==> config.mk <==
export PLATFORM = sky130hd
export DESIGN_NAME = modbus_register_write_loopback
export DESIGN_NICKNAME = d
export VERILOG_FILES = /design/src/modbus_wr_pkg.sv /design/src/modbus_register_write_loopback.sv
export SDC_FILE = /design/constraint.sdc
export NUM_CORES = 2
export LEC_CHECK = 0
export BUFFER_PORTS_ARGS = -buffer_cell sky130_fd_sc_hd__buf_4
export CAP_MARGIN = 15
export CORE_MARGIN = 5
export CORE_UTILIZATION = 40
export DETAILED_ROUTE_END_ITERATION = 12
export SETUP_SLACK_MARGIN = 0.02
export SYNTH_ARGS = -nofsm -noshare
export SYNTH_HDL_FRONTEND = slang
export SYNTH_SLANG_ARGS = --single-unit
export TNS_END_PERCENT = 50
==> constraint.sdc <==
create_clock -name mclk -period 11.5 [get_ports mclk]
set_input_delay 1.15 -clock mclk [delete_from_list [all_inputs] [get_ports mclk]]
set_output_delay 1.15 -clock mclk [all_outputs]
set_load 0.005 [all_outputs]
==> src/modbus_wr_pkg.sv <==
// Constants, state encoding and frame layout for the register-write and loopback command handler
// ==========================================
// Summary of operation
// - Good single write echoes request frame
// - Bad single-write address: 02h, two counters
// - Bad value 03h; malformed 03h, bad packet
// - Only command, selector, date/time registers writable
// - Loopback subfunction 0000h returns request copy
// - Loopback reply data equals request data
// - Other subfunction 03h; malformed 03h, bad packet
// - Multi-write sets at most 100 registers
// - Multi-write: addr, 10h, start, count, n, data, CRC
// - Multi-write reply: addr, 10h, start, count, CRC
// - Unwritable multi-write target: 02h, two counters
// - Count out of range: 03h, two counters
// - Byte count mismatch: 03h, two counters
// - Bad multi-write value: 03h, illegal write
package modbus_wr_pkg;
    // ==========================================
    // Function and exception codes
    localparam logic [7:0] FC_WRITE_ONE = 8'h06;
    localparam logic [7:0] FC_LOOPBACK = 8'h08;
    localparam logic [7:0] FC_WRITE_MANY = 8'h10;
    localparam logic [7:0] FC_EXC_FLAG = 8'h80;
    localparam logic [7:0] EXC_BAD_FUNC = 8'h01;
    localparam logic [7:0] EXC_BAD_ADDR = 8'h02;
    localparam logic [7:0] EXC_BAD_VALUE = 8'h03;
    localparam logic [15:0] SUB_ECHO = 16'h0000;
    // ==========================================
    // Frame layout and sizes
    localparam int FRAME_DEPTH = 256;
    localparam logic [8:0] LEN_FIXED = 9'h008;
    localparam logic [8:0] LEN_MULTI_HDR = 9'h009;
    localparam logic [8:0] LEN_MIN = 9'h004;
    localparam logic [8:0] LEN_REPLY = 9'h006;
    localparam logic [8:0] LEN_EXC = 9'h003;
    localparam logic [8:0] DATA_ONE = 9'h004;
    localparam logic [8:0] DATA_MANY = 9'h007;
    localparam logic [15:0] MAX_REGS = 16'h0064;
    // ==========================================
    // CRC-16, reflected polynomial
    localparam logic [15:0] CRC_INIT = 16'hFFFF;
    localparam logic [15:0] CRC_POLY = 16'hA001;
    // ==========================================
    // Writable register windows and selector value limit
    localparam logic [15:0] CMD_BASE = 16'h0100;
    localparam logic [15:0] CMD_LAST = 16'h0107;
    localparam logic [15:0] SELECTOR_ADDR = 16'h0180;
    localparam logic [15:0] SELECTOR_MAX = 16'h00FF;
    localparam logic [15:0] TIME_BASE = 16'h0200;
    localparam logic [15:0] TIME_LAST = 16'h0205;
    // ==========================================
    // Sequencer states
    typedef enum logic [2:0] {
        ST_RECV = 3'b000,
        ST_DECODE = 3'b001,
        ST_SCAN = 3'b010,
        ST_WRITE = 3'b011,
        ST_REPLY = 3'b100
    } state_t;
endpackage

==> src/modbus_register_write_loopback.sv <==
// Frame receiver, checker, register writer and reply sender for functions 06h, 08h and 10h
`timescale 1ns/1ps
module modbus_register_write_loopback #(
    parameter int CNT_W = 16
) (
    // Clock and reset
    input wire logic mclk,
    input wire logic arst_n,
    // Own station address
    input wire logic [7:0] stationAddr,
    // Received bytes from the framing layer
    input wire logic rxValid,
    input wire logic [7:0] rxByte,
    input wire logic rxEnd,
    // Reply bytes to the framing layer
    output logic txValid,
    output logic [7:0] txByte,
    output logic txLast,
    input wire logic txReady,
    // Register write port
    output logic wrStrobe,
    output logic [15:0] wrAddr,
    output logic [15:0] wrData,
    // Diagnostic counters
    output logic [CNT_W-1:0] badPacketCnt,
    output logic [CNT_W-1:0] invalidAddrCnt,
    output logic [CNT_W-1:0] illegalWriteCnt,
    output logic [CNT_W-1:0] illegalFuncCnt,
    output logic [CNT_W-1:0] illegalRegCnt
);
    // ==========================================
    // Elaboration check
    if (CNT_W < 1 || CNT_W > 32) begin : g_bad_width
        $error("CNT_W must lie between 1 and 32");
    end

    // ==========================================
    // State
    typedef struct packed {
        modbus_wr_pkg::state_t state;
        logic [modbus_wr_pkg::FRAME_DEPTH-1:0][7:0] frame;
        logic [8:0] len;
        logic ovf;
        logic [15:0] crc;
        logic [15:0] startAddr;
        logic [7:0] cnt;
        logic [7:0] k;
        logic [8:0] ptr;
        logic addrBad;
        logic valBad;
        logic [8:0] txLen;
        logic txValid;
        logic [7:0] txByte;
        logic txLast;
        logic wrStrobe;
        logic [15:0] wrAddr;
        logic [15:0] wrData;
        logic [CNT_W-1:0] badPacketCnt;
        logic [CNT_W-1:0] invalidAddrCnt;
        logic [CNT_W-1:0] illegalWriteCnt;
        logic [CNT_W-1:0] illegalFuncCnt;
        logic [CNT_W-1:0] illegalRegCnt;
    } core_t;

    core_t r;
    core_t next_r;

    // One byte of the reflected CRC-16
    function automatic logic [15:0] crcByte(input logic [15:0] c, input logic [7:0] b);
        logic [15:0] x;
        x = c ^ {8'h00, b};
        for (int i = 0; i < 8; i++) begin
            x = x[0] ? ((x >> 1) ^ modbus_wr_pkg::CRC_POLY) : (x >> 1);
        end
        return x;
    endfunction

    // Writable windows
    function automatic logic addrOk(input logic [15:0] a);
        return (a >= modbus_wr_pkg::CMD_BASE && a <= modbus_wr_pkg::CMD_LAST) ||
               (a == modbus_wr_pkg::SELECTOR_ADDR) ||
               (a >= modbus_wr_pkg::TIME_BASE && a <= modbus_wr_pkg::TIME_LAST);
    endfunction

    // Only the selector has a bounded value range
    function automatic logic valueOk(input logic [15:0] a, input logic [15:0] d);
        return (a != modbus_wr_pkg::SELECTOR_ADDR) || (d <= modbus_wr_pkg::SELECTOR_MAX);
    endfunction

    // ==========================================
    // Next-state logic
    always_comb begin
        logic [7:0] fc;
        logic [15:0] word23;
        logic [15:0] word45;
        logic [15:0] curAddr;
        logic [15:0] curData;
        logic doExc;
        logic [7:0] excCode;
        logic incBad;
        logic incInvA;
        logic incIllW;
        logic incIllF;
        logic incIllR;
        logic lastReg;
        fc = r.frame[1];
        word23 = {r.frame[2], r.frame[3]};
        word45 = {r.frame[4], r.frame[5]};
        curAddr = r.startAddr + {8'h00, r.k};
        curData = {r.frame[r.ptr[7:0]], r.frame[r.ptr[7:0] + 8'h01]};
        doExc = 1'b0;
        excCode = modbus_wr_pkg::EXC_BAD_VALUE;
        incBad = 1'b0;
        incInvA = 1'b0;
        incIllW = 1'b0;
        incIllF = 1'b0;
        incIllR = 1'b0;
        lastReg = (r.k == r.cnt - 8'h01);
        next_r = r;
        next_r.wrStrobe = 1'b0;
        case (r.state)
            // Collect bytes; the running CRC over a whole good frame ends at zero
            modbus_wr_pkg::ST_RECV: begin
                if (rxEnd) begin
                    next_r.len = '0;
                    next_r.ovf = 1'b0;
                    next_r.crc = modbus_wr_pkg::CRC_INIT;
                    if (r.crc == 16'h0000 && !r.ovf && r.len >= modbus_wr_pkg::LEN_MIN &&
                        r.frame[0] == stationAddr) begin
                        next_r.state = modbus_wr_pkg::ST_DECODE;
                        next_r.len = r.len;
                    end
                end else if (rxValid) begin
                    if (r.len < 9'(modbus_wr_pkg::FRAME_DEPTH)) begin
                        next_r.frame[r.len[7:0]] = rxByte;
                        next_r.len = r.len + 9'h001;
                        next_r.crc = crcByte(r.crc, rxByte);
                    end else begin
                        next_r.ovf = 1'b1;
                    end
                end
            end
            // Check format and fields before touching any register
            modbus_wr_pkg::ST_DECODE: begin
                next_r.k = '0;
                next_r.addrBad = 1'b0;
                next_r.valBad = 1'b0;
                case (fc)
                    modbus_wr_pkg::FC_WRITE_ONE: begin
                        if (r.len != modbus_wr_pkg::LEN_FIXED) begin
                            doExc = 1'b1;
                            incBad = 1'b1;
                        end else begin
                            next_r.startAddr = word23;
                            next_r.cnt = 8'h01;
                            next_r.ptr = modbus_wr_pkg::DATA_ONE;
                            next_r.state = modbus_wr_pkg::ST_SCAN;
                        end
                    end
                    modbus_wr_pkg::FC_LOOPBACK: begin
                        if (r.len != modbus_wr_pkg::LEN_FIXED) begin
                            doExc = 1'b1;
                            incBad = 1'b1;
                        end else if (word23 != modbus_wr_pkg::SUB_ECHO) begin
                            doExc = 1'b1;
                            incIllF = 1'b1;
                        end else begin
                            next_r.txLen = modbus_wr_pkg::LEN_REPLY;
                            next_r.state = modbus_wr_pkg::ST_REPLY;
                        end
                    end
                    modbus_wr_pkg::FC_WRITE_MANY: begin
                        if (r.len < modbus_wr_pkg::LEN_MULTI_HDR) begin
                            doExc = 1'b1;
                            incBad = 1'b1;
                        end else if (word45 == 16'h0000 || word45 > modbus_wr_pkg::MAX_REGS) begin
                            doExc = 1'b1;
                            incIllR = 1'b1;
                            incIllW = 1'b1;
                        end else if ({8'h00, r.frame[6]} != {word45[14:0], 1'b0} ||
                                     r.len != modbus_wr_pkg::LEN_MULTI_HDR + {1'b0, r.frame[6]}) begin
                            doExc = 1'b1;
                            incBad = 1'b1;
                            incIllW = 1'b1;
                        end else begin
                            next_r.startAddr = word23;
                            next_r.cnt = word45[7:0];
                            next_r.ptr = modbus_wr_pkg::DATA_MANY;
                            next_r.state = modbus_wr_pkg::ST_SCAN;
                        end
                    end
                    default: begin
                        // Functions outside this block get the generic refusal
                        doExc = 1'b1;
                        excCode = modbus_wr_pkg::EXC_BAD_FUNC;
                        incIllF = 1'b1;
                    end
                endcase
            end
            // Validate every target first so a refused request writes nothing
            modbus_wr_pkg::ST_SCAN: begin
                next_r.addrBad = r.addrBad | !addrOk(curAddr);
                next_r.valBad = r.valBad | !valueOk(curAddr, curData);
                next_r.k = r.k + 8'h01;
                next_r.ptr = r.ptr + 9'h002;
                if (lastReg) begin
                    next_r.k = '0;
                    next_r.ptr = (fc == modbus_wr_pkg::FC_WRITE_ONE) ? modbus_wr_pkg::DATA_ONE
                                                                    : modbus_wr_pkg::DATA_MANY;
                    if (next_r.addrBad) begin
                        doExc = 1'b1;
                        excCode = modbus_wr_pkg::EXC_BAD_ADDR;
                        incInvA = 1'b1;
                        incIllW = 1'b1;
                    end else if (next_r.valBad) begin
                        doExc = 1'b1;
                        incIllW = 1'b1;
                    end else begin
                        next_r.state = modbus_wr_pkg::ST_WRITE;
                    end
                end
            end
            // One register per cycle
            modbus_wr_pkg::ST_WRITE: begin
                next_r.wrStrobe = 1'b1;
                next_r.wrAddr = curAddr;
                next_r.wrData = curData;
                next_r.k = r.k + 8'h01;
                next_r.ptr = r.ptr + 9'h002;
                if (lastReg) begin
                    next_r.txLen = modbus_wr_pkg::LEN_REPLY;
                    next_r.state = modbus_wr_pkg::ST_REPLY;
                end
            end
            // Head bytes from the frame store, then CRC low and high
            modbus_wr_pkg::ST_REPLY: begin
                if (!r.txValid || txReady) begin
                    next_r.ptr = r.ptr + 9'h001;
                    next_r.txValid = 1'b1;
                    next_r.txLast = 1'b0;
                    if (r.ptr < r.txLen) begin
                        next_r.txByte = r.frame[r.ptr[7:0]];
                        next_r.crc = crcByte(r.crc, r.frame[r.ptr[7:0]]);
                    end else if (r.ptr == r.txLen) begin
                        next_r.txByte = r.crc[7:0];
                    end else if (r.ptr == r.txLen + 9'h001) begin
                        next_r.txByte = r.crc[15:8];
                        next_r.txLast = 1'b1;
                    end else begin
                        next_r.txValid = 1'b0;
                        next_r.txLast = 1'b0;
                        next_r.len = '0;
                        next_r.crc = modbus_wr_pkg::CRC_INIT;
                        next_r.state = modbus_wr_pkg::ST_RECV;
                    end
                end
            end
            default: begin
                next_r.state = modbus_wr_pkg::ST_RECV;
            end
        endcase
        // Exception reply reuses the frame store head
        if (doExc) begin
            next_r.frame[1] = fc | modbus_wr_pkg::FC_EXC_FLAG;
            next_r.frame[2] = excCode;
            next_r.txLen = modbus_wr_pkg::LEN_EXC;
            next_r.state = modbus_wr_pkg::ST_REPLY;
        end
        if (next_r.state == modbus_wr_pkg::ST_REPLY && r.state != modbus_wr_pkg::ST_REPLY) begin
            next_r.ptr = '0;
            next_r.crc = modbus_wr_pkg::CRC_INIT;
        end
        // Counters wrap; software compares differences
        next_r.badPacketCnt = r.badPacketCnt + CNT_W'(incBad);
        next_r.invalidAddrCnt = r.invalidAddrCnt + CNT_W'(incInvA);
        next_r.illegalWriteCnt = r.illegalWriteCnt + CNT_W'(incIllW);
        next_r.illegalFuncCnt = r.illegalFuncCnt + CNT_W'(incIllF);
        next_r.illegalRegCnt = r.illegalRegCnt + CNT_W'(incIllR);
    end

    // ==========================================
    // State register
    always_ff @(posedge mclk or negedge arst_n) begin
        if (!arst_n) begin
            r <= '0;
            r.crc <= modbus_wr_pkg::CRC_INIT;
        end else begin
            r <= next_r;
        end
    end

    assign txValid = r.txValid;
    assign txByte = r.txByte;
    assign txLast = r.txLast;
    assign wrStrobe = r.wrStrobe;
    assign wrAddr = r.wrAddr;
    assign wrData = r.wrData;
    assign badPacketCnt = r.badPacketCnt;
    assign invalidAddrCnt = r.invalidAddrCnt;
    assign illegalWriteCnt = r.illegalWriteCnt;
    assign illegalFuncCnt = r.illegalFuncCnt;
    assign illegalRegCnt = r.illegalRegCnt;
endmodule

# Yosys cells after proc, flatten, opt, wreduce, memory -nomap -nowiden
# Index checks and enable logic that the tools add are counted.
[totals]
latch_bits = 0
rom_bits = 0
input_bits = 21
word_cells = 547
ram_bits = 0
ff_bits = 2252
mem_count = 0
output_inout_bits = 123
[op_classes]
multipliers = 0
n_mux = 126
n_reduce_logical = 47
div_mod_pow = 0
order_cmp = 14
n_addsub = 14
eq_ne = 45
shifts = 0
n_bitwise = 22
[op_table]
columns = ["cell", "n"]
rows = [
  ["bitwise mux 2048 bit", 1],
  ["2-to-1 mux 16 bit", 23],
  ["2-to-1 mux 24 bit", 6],
  ["2-to-1 mux 9 bit", 16],
  ["binary-select mux 8 bit (select 8 bit)", 2],
  ["adder 16 x 1 -> 16 bit", 5],
  ["2-to-1 mux 33 bit", 2],
  ["demux 8 bit (select 8 bit)", 1],
  ["one-hot mux 9 bit (2 select lines)", 3],
  ["2-to-1 mux 3 bit", 17],
  ["2-to-1 mux 50 bit", 1],
  ["2-to-1 mux 8 bit", 6],
  ["NOT 2 -> 3 bit", 16],
  ["one-hot mux 24 bit (2 select lines)", 1],
  ["one-hot mux 9 bit (4 select lines)", 1],
  ["zero test 16 bit", 2],
  ["inequality test 4 bit (second input constant)", 8],
  ["one-hot mux 16 bit (2 select lines)", 1],
  ["bitwise XOR 16 x 8 -> 16 bit", 2],
  ["2-to-1 mux 1 bit", 31],
  ["adder 9 x 1 -> 9 bit (second input constant)", 3],
  ["< comparator 8 x 9 -> 1 bit (second input constant)", 3],
  ["2-to-1 mux 26 bit", 1],
  ["inequality test 3 bit (second input constant)", 8],
  ["other kinds (61)", 108],
]

# Logic depth before layout (Yosys ltp)
[logic_depth]
word_depth = 23
mapped_depth = 25
ltp_nobuf = 20

# Worst setup path before layout
# OpenSTA, ideal clock, no wires.
[synth_timing]
path_kind = "flip-flop to flip-flop"
startpoint = "reg r[135] (netlist name)"
endpoint = "reg r (netlist bit illegalWriteCnt[12])"
required_ps = 11375
arrival_time_ps = 4689
path_buffers = 5
setup_ps = 125
path_stages_with_launch = 23
synth_period_minus_slack_ps = 4815
setup_slack_ps = 6685
cell_sequence = "dfrtp_1 buf_2 buf_4 buf_4 buf_2 clkbuf_1 mux4_2 a221oi_1 o21ai_1 nand4_1 nand3_1 nor4_4 nand3_1 or4b_2 nand4_1 a31oi_1 a21o_1 ha_1 ha_1 nand3_1 or2_2 nor2_1 xor2_1"
[synth_rtl]
columns = ["element", "line", "source"]
rows = [
  ["from (decl)", "modbus_register_write_loopback.sv:65", "core_t r;"],
  ["from (signal assigned)", "modbus_register_write_loopback.sv:288", "r <= next_r;"],
]

# Final worst setup path
[layout_timing]
startpoint = "reg r[134] (netlist name)"
endpoint = "reg r[134] (netlist name)"
[layout_via]
elab_chain_len = 16
elab_cells_between_ends = 41
cone_classes = "add/sub (3); order compare (2); eq/ne (9); mux (21); bitwise (1); reduce/logical (5)"
[layout_lines]
columns = ["element", "line", "source"]
rows = [
  ["adder 8 x 1 -> 8 bit", "modbus_register_write_loopback.sv:110", "curData = {r.frame[r.ptr[7:0]], r.frame[r.ptr[7:0] + 8'h01]};"],
  ["binary-select mux 8 bit (select 8 bit)", "modbus_register_write_loopback.sv:110", ""],
  ["2-to-1 mux 8 bit (not written as such)", "modbus_register_write_loopback.sv:110", ""],
  ["less-or-equal comparator 16 x 8 -> 1 bit", "modbus_register_write_loopback.sv:87", "return (a != modbus_wr_pkg::SELECTOR_ADDR) || (d <= modbus_wr_pkg::SELECTOR_MAX);"],
  ["logical OR 1 bit", "modbus_register_write_loopback.sv:87", ""],
  ["zero test 1 bit", "modbus_register_write_loopback.sv:203", "next_r.valBad = r.valBad | !valueOk(curAddr, curData);"],
  ["bitwise OR 1 bit", "modbus_register_write_loopback.sv:203", ""],
  ["2-to-1 mux 3 bit or 2-to-1 mux 1 bit (tied branches)", "modbus_register_write_loopback.sv:215", "end else if (next_r.valBad) begin"],
  ["2-to-1 mux 3 bit or 2-to-1 mux 1 bit (tied branches)", "modbus_register_write_loopback.sv:210", "if (next_r.addrBad) begin"],
  ["2-to-1 mux 3 bit or 2-to-1 mux 1 bit (tied branches)", "modbus_register_write_loopback.sv:206", "if (lastReg) begin"],
  ["one-hot mux 3 bit (5 select lines) or one-hot mux 1 bit (2 select lines) (tied branches)", "modbus_register_write_loopback.sv:121", "case (r.state)"],
  ["2-to-1 mux 3 bit", "modbus_register_write_loopback.sv:263", "if (doExc) begin"],
  ["equality test 3 bit", "modbus_register_write_loopback.sv:269", "if (next_r.state == modbus_wr_pkg::ST_REPLY && r.state != modbus_wr_pkg::ST_REPLY) begin"],
  ["logical AND 1 bit", "modbus_register_write_loopback.sv:269", ""],
  ["inequality test 4 x 3 -> 1 bit (no source line) (tied with other cells)", "--", ""],
  ["AND reduction 7 bit (no source line)", "--", ""],
]
# Several ways; a longest one is shown, not always the timed one. The select of a mux whose other input is x is not followed.
# A chain may end at the register's enable or synchronous reset.

==> results.py <==
metrics = {
    "outcome": {
        "status": "complete, no violations",
    },
    "critical_path": {
        "worstSetupPathType": "flop to flop",
        "crit_chain": "buf_12, buf_12, mux4_2, a22o_1, a211oi_1, a211oi_1, buf_4, o41ai_4, o2111ai_1, nor4_1, o21a_2, a21oi_2, a2111oi_0, a31o_1",
        "start_kind": "flop",
        "cp_data_required_time_ns": 12.35,
        "max_stage_delay_ns": 0.94,
        "end_kind": "flop",
        "cp_num_buf_inv": 3,
        "critical_path_arrival_ns": 8.33,
        "crit_family": "compound AO/OA/AOI/OAI gates",
        "worst-path-max-fanout": 110,
        "crit_slowest_cell": "o41ai_4",
    },
    "routing": {
        "postRouteAntennaNets": 0,
        "drt-pass1-iter-count": 7,
        "drt_iter0_drc": 8951,
        "num_vias": 81516,
        "routed_wl_um": 419000,
        "drc": 0,
        "wl_per_cell_um": 33.4,
        "avgViaCountPerCell": 6.50,
    },
    "place": {
        "dpl-instance-area_um2": 126000,
        "io_buffers": 143,
        "hpwl_um": 273000,
        "gp_congestion": 0.912,
    },
    "clocking": {
        "numCtsBuffers": 248,
        "clock-sinks": 2246,
        "clk_transition_reported_paths_ns": 0.06,
        "cts_resized": 0,
        "cts_max_level": 4,
        "post-cts-setup-buffers": 0,
        "cts_tree": "built",
        "clkLatencyLatePin_ns": 0.94,
        "clockBufferDepth": 4,
        "holdBufCountCts": 0,
        "cts-root-buf": "clkbuf_16",
    },
    "finish": {
        "nets": 8275,
        "drive_above_1_share_pct": 46.8,
        "syn_to_final_growth_pct": 9.97,
        "final_area_um2": 134000,
    },
    "sta": {
        "fin_setup_tns_ns": 0,
        "fin_crit_ns": 7.48,
        "finalHoldViolCount": 0,
        "fmax_ghz": 0.134,
        "period_share_pct": 65.0,
        "maxSlewViolCount": 0,
        "fin_skew_ns": 0.0885,
        "rsz0062_at_grt": "no",
        "report.final.setup_viol": 0,
        "relSlewSlack_pct": 10.4,
        "tightest_slew_ns": 1.33,
    },
    "global_route": {
        "grt_pass1_vias": 81646,
        "grt_first_pass_wirelength_um": 609000,
        "grtUsageTotal_pct": 26.0,
        "grt_max_degree": 173,
        "grt_antenna_before_repair": 36,
        "overflow": 0,
    },
    "logic_synthesis": {
        "netlist_area_um2": 122000,
        "synth_nets": 8539,
        "ys_seq_area_share_pct": 46.0,
        "yosys.area.top_type": "dfrtp_1",
        "yosysTopAreaCellShare_pct": 45.6,
        "ys.flop_type": "dfrtp_1",
        "synthCells": 8486,
        "synth_cell_types": 101,
        "synth_edf_count": 0,
        "postSynth.asyncResetShare_pct": 100,
        "yosys_warnings": 0,
        "netlist_top_cells_area": "dfrtp_1 (46%), mux2_2 (20%), mux4_2 (19%)",
        "synth_seq_cells": 2246,
        "syn_area_per_cell_um2": 14.4,
    },
    "pwr": {
        "ir_drop_mv": 0.129,
        "p_per_area_nw_per_um2": 139,
        "p_leak_nw": 61.0,
    },
    "floorplanning": {
        "coreArea_um2": 305000,
        "ios": 144,
        "dieArea_um2": 317000,
        "std_cell_rows": 203,
        "start_util_pct": 40.1,
        "die_width_um": 563,
        "die_h_um": 563,
    },
    "min_path": {
        "hold_path_class": "input pin to asynchronous set/reset pin",
    },
    "flow_run": {
        "drv_cap": 0,
    },
}
cells in the final DEF (no fill, tap or decap), types with 49 or more instances in the layout:
master and count:
a211oi_1 66, a21oi_1 85, a22oi_1 52, a31oi_1 50, buf_4 270, clkbuf_1 57
clkbuf_16 248, clkbuf_8 76, dfrtp_1 2224, mux2_2 2124, mux2i_1 236, mux4_2 1024
nand2_1 573, nand3_1 81, nor2_1 127, o21ai_0 116, o221ai_1 54, o22ai_1 49
xnor2_1 114, xor2_1 52
where the power goes:
group,internal (W),total [W],switching (W)
combinational,0.000839,0.00232,0.00148
clock,0.00483,0.00824,0.00341
sequential,0.00797,0.00807,0.000106
cells in the mapped netlist (11+ instances only):
library cell and instances:
a2111oi_0 13, a211o_1 17, a211oi_1 68, a21oi_1 85, a221oi_1 23, a22o_1 32, a22oi_1 52, a31oi_1 50
and2_1 59, and3_1 24, buf_1 28, buf_2 125, buf_4 160, buf_6 44, clkbuf_1 457, dfrtp_1 2230
dfstp_2 16, ha_1 31, inv_1 28, mux2_2 2124, mux2i_1 236, mux4_2 1024, nand2_1 573, nand2b_1 16
nand3_1 82, nand4_1 48, nor2_1 129, nor2b_1 22, nor3_1 42, nor4_1 29, o211ai_1 15, o21ai_0 117
o221ai_1 54, o22ai_1 49, o31ai_1 11, xnor2_1 118, xor2_1 53
sequential cells by signal, indices dropped and copies added, names as in the netlist, 16 cells and up:
name	flops
badPacketCnt	16
illegalFuncCnt	16
illegalRegCnt	16
illegalWriteCnt	16
invalidAddrCnt	16
r	2123
wrAddr	16
wrData	16
metrics by stage:
stage / instances / setup slack, ns / hold WS (ns) / power [W] / util, %
after floorplan: 8486 / 6.69 / 0.446 / 0.00976 / -
after global placement: 12064 / 4.22 / 0.463 / 0.0105 / 41.3
after detailed placement: 12070 / 4.43 / 0.471 / 0.0105 / 41.3
after CTS: 12513 / 4.36 / 0.270 / 0.0188 / 44.0
after global routing: 12516 / 3.89 / 0.329 / 0.0192 / 44.1
final: 12547 / 4.02 / 0.274 / 0.0186 / 44.1
final timing paths:
kind / startpoint / slack (ns) / cells after the start / to
worst max-delay path: r[134] / 4.02 / 14 / r[134]
worst min-delay path: arst_n / 0.27 / 1 / r[2161]
worst max register to register: r[134] / 4.02 / 14 / r[134]
worst min register to register: wrAddr[1] / 0.48 / 2 / wrAddr[1]
max in group asynchronous: arst_n / 8.44 / 4 / r[804]
min in group mclk: wrAddr[1] / 0.48 / 2 / wrAddr[1]
area by class of cell:
cell class,instances,area [µm²]
Tap cell,4100,5130
Clock inverter,70,968
Clock buffer,373,7360
Multi-Input combinational cell,5377,61700
Inverter,33,126
Fill cell,26958,171000
Timing Repair Buffer,316,2880
Sequential cell,2246,56200
Antenna cell,32,80.1
routing by layer:
layer | track usage [%] | wire (µm) | vias up
met2 | 38.2 | 185000 | 4437
met4 | 12.1 | 22600 | 16
met5 | 0 | 106 | -
met1 | 35.5 | 168000 | 44046
met3 | 8.02 | 44200 | 976
li1 | - | - | 32041
kinds of logic (layout without fill, tap and decap cells):
logic type	Yosys count	count (layout)	synth area share, %
AOI/OAI and AO/OA	686	686	4.00
other	0	32	0
xor gates and xnor gates	177	177	1.33
muxes	3394	3394	40.5
and+or+nand+nor	1088	1088	4.09
DFF	2246	2246	46.0
buffers and inverters	863	792	3.72
adders and majority gates	32	32	0.334
Power figures use the tool's default switching activity.
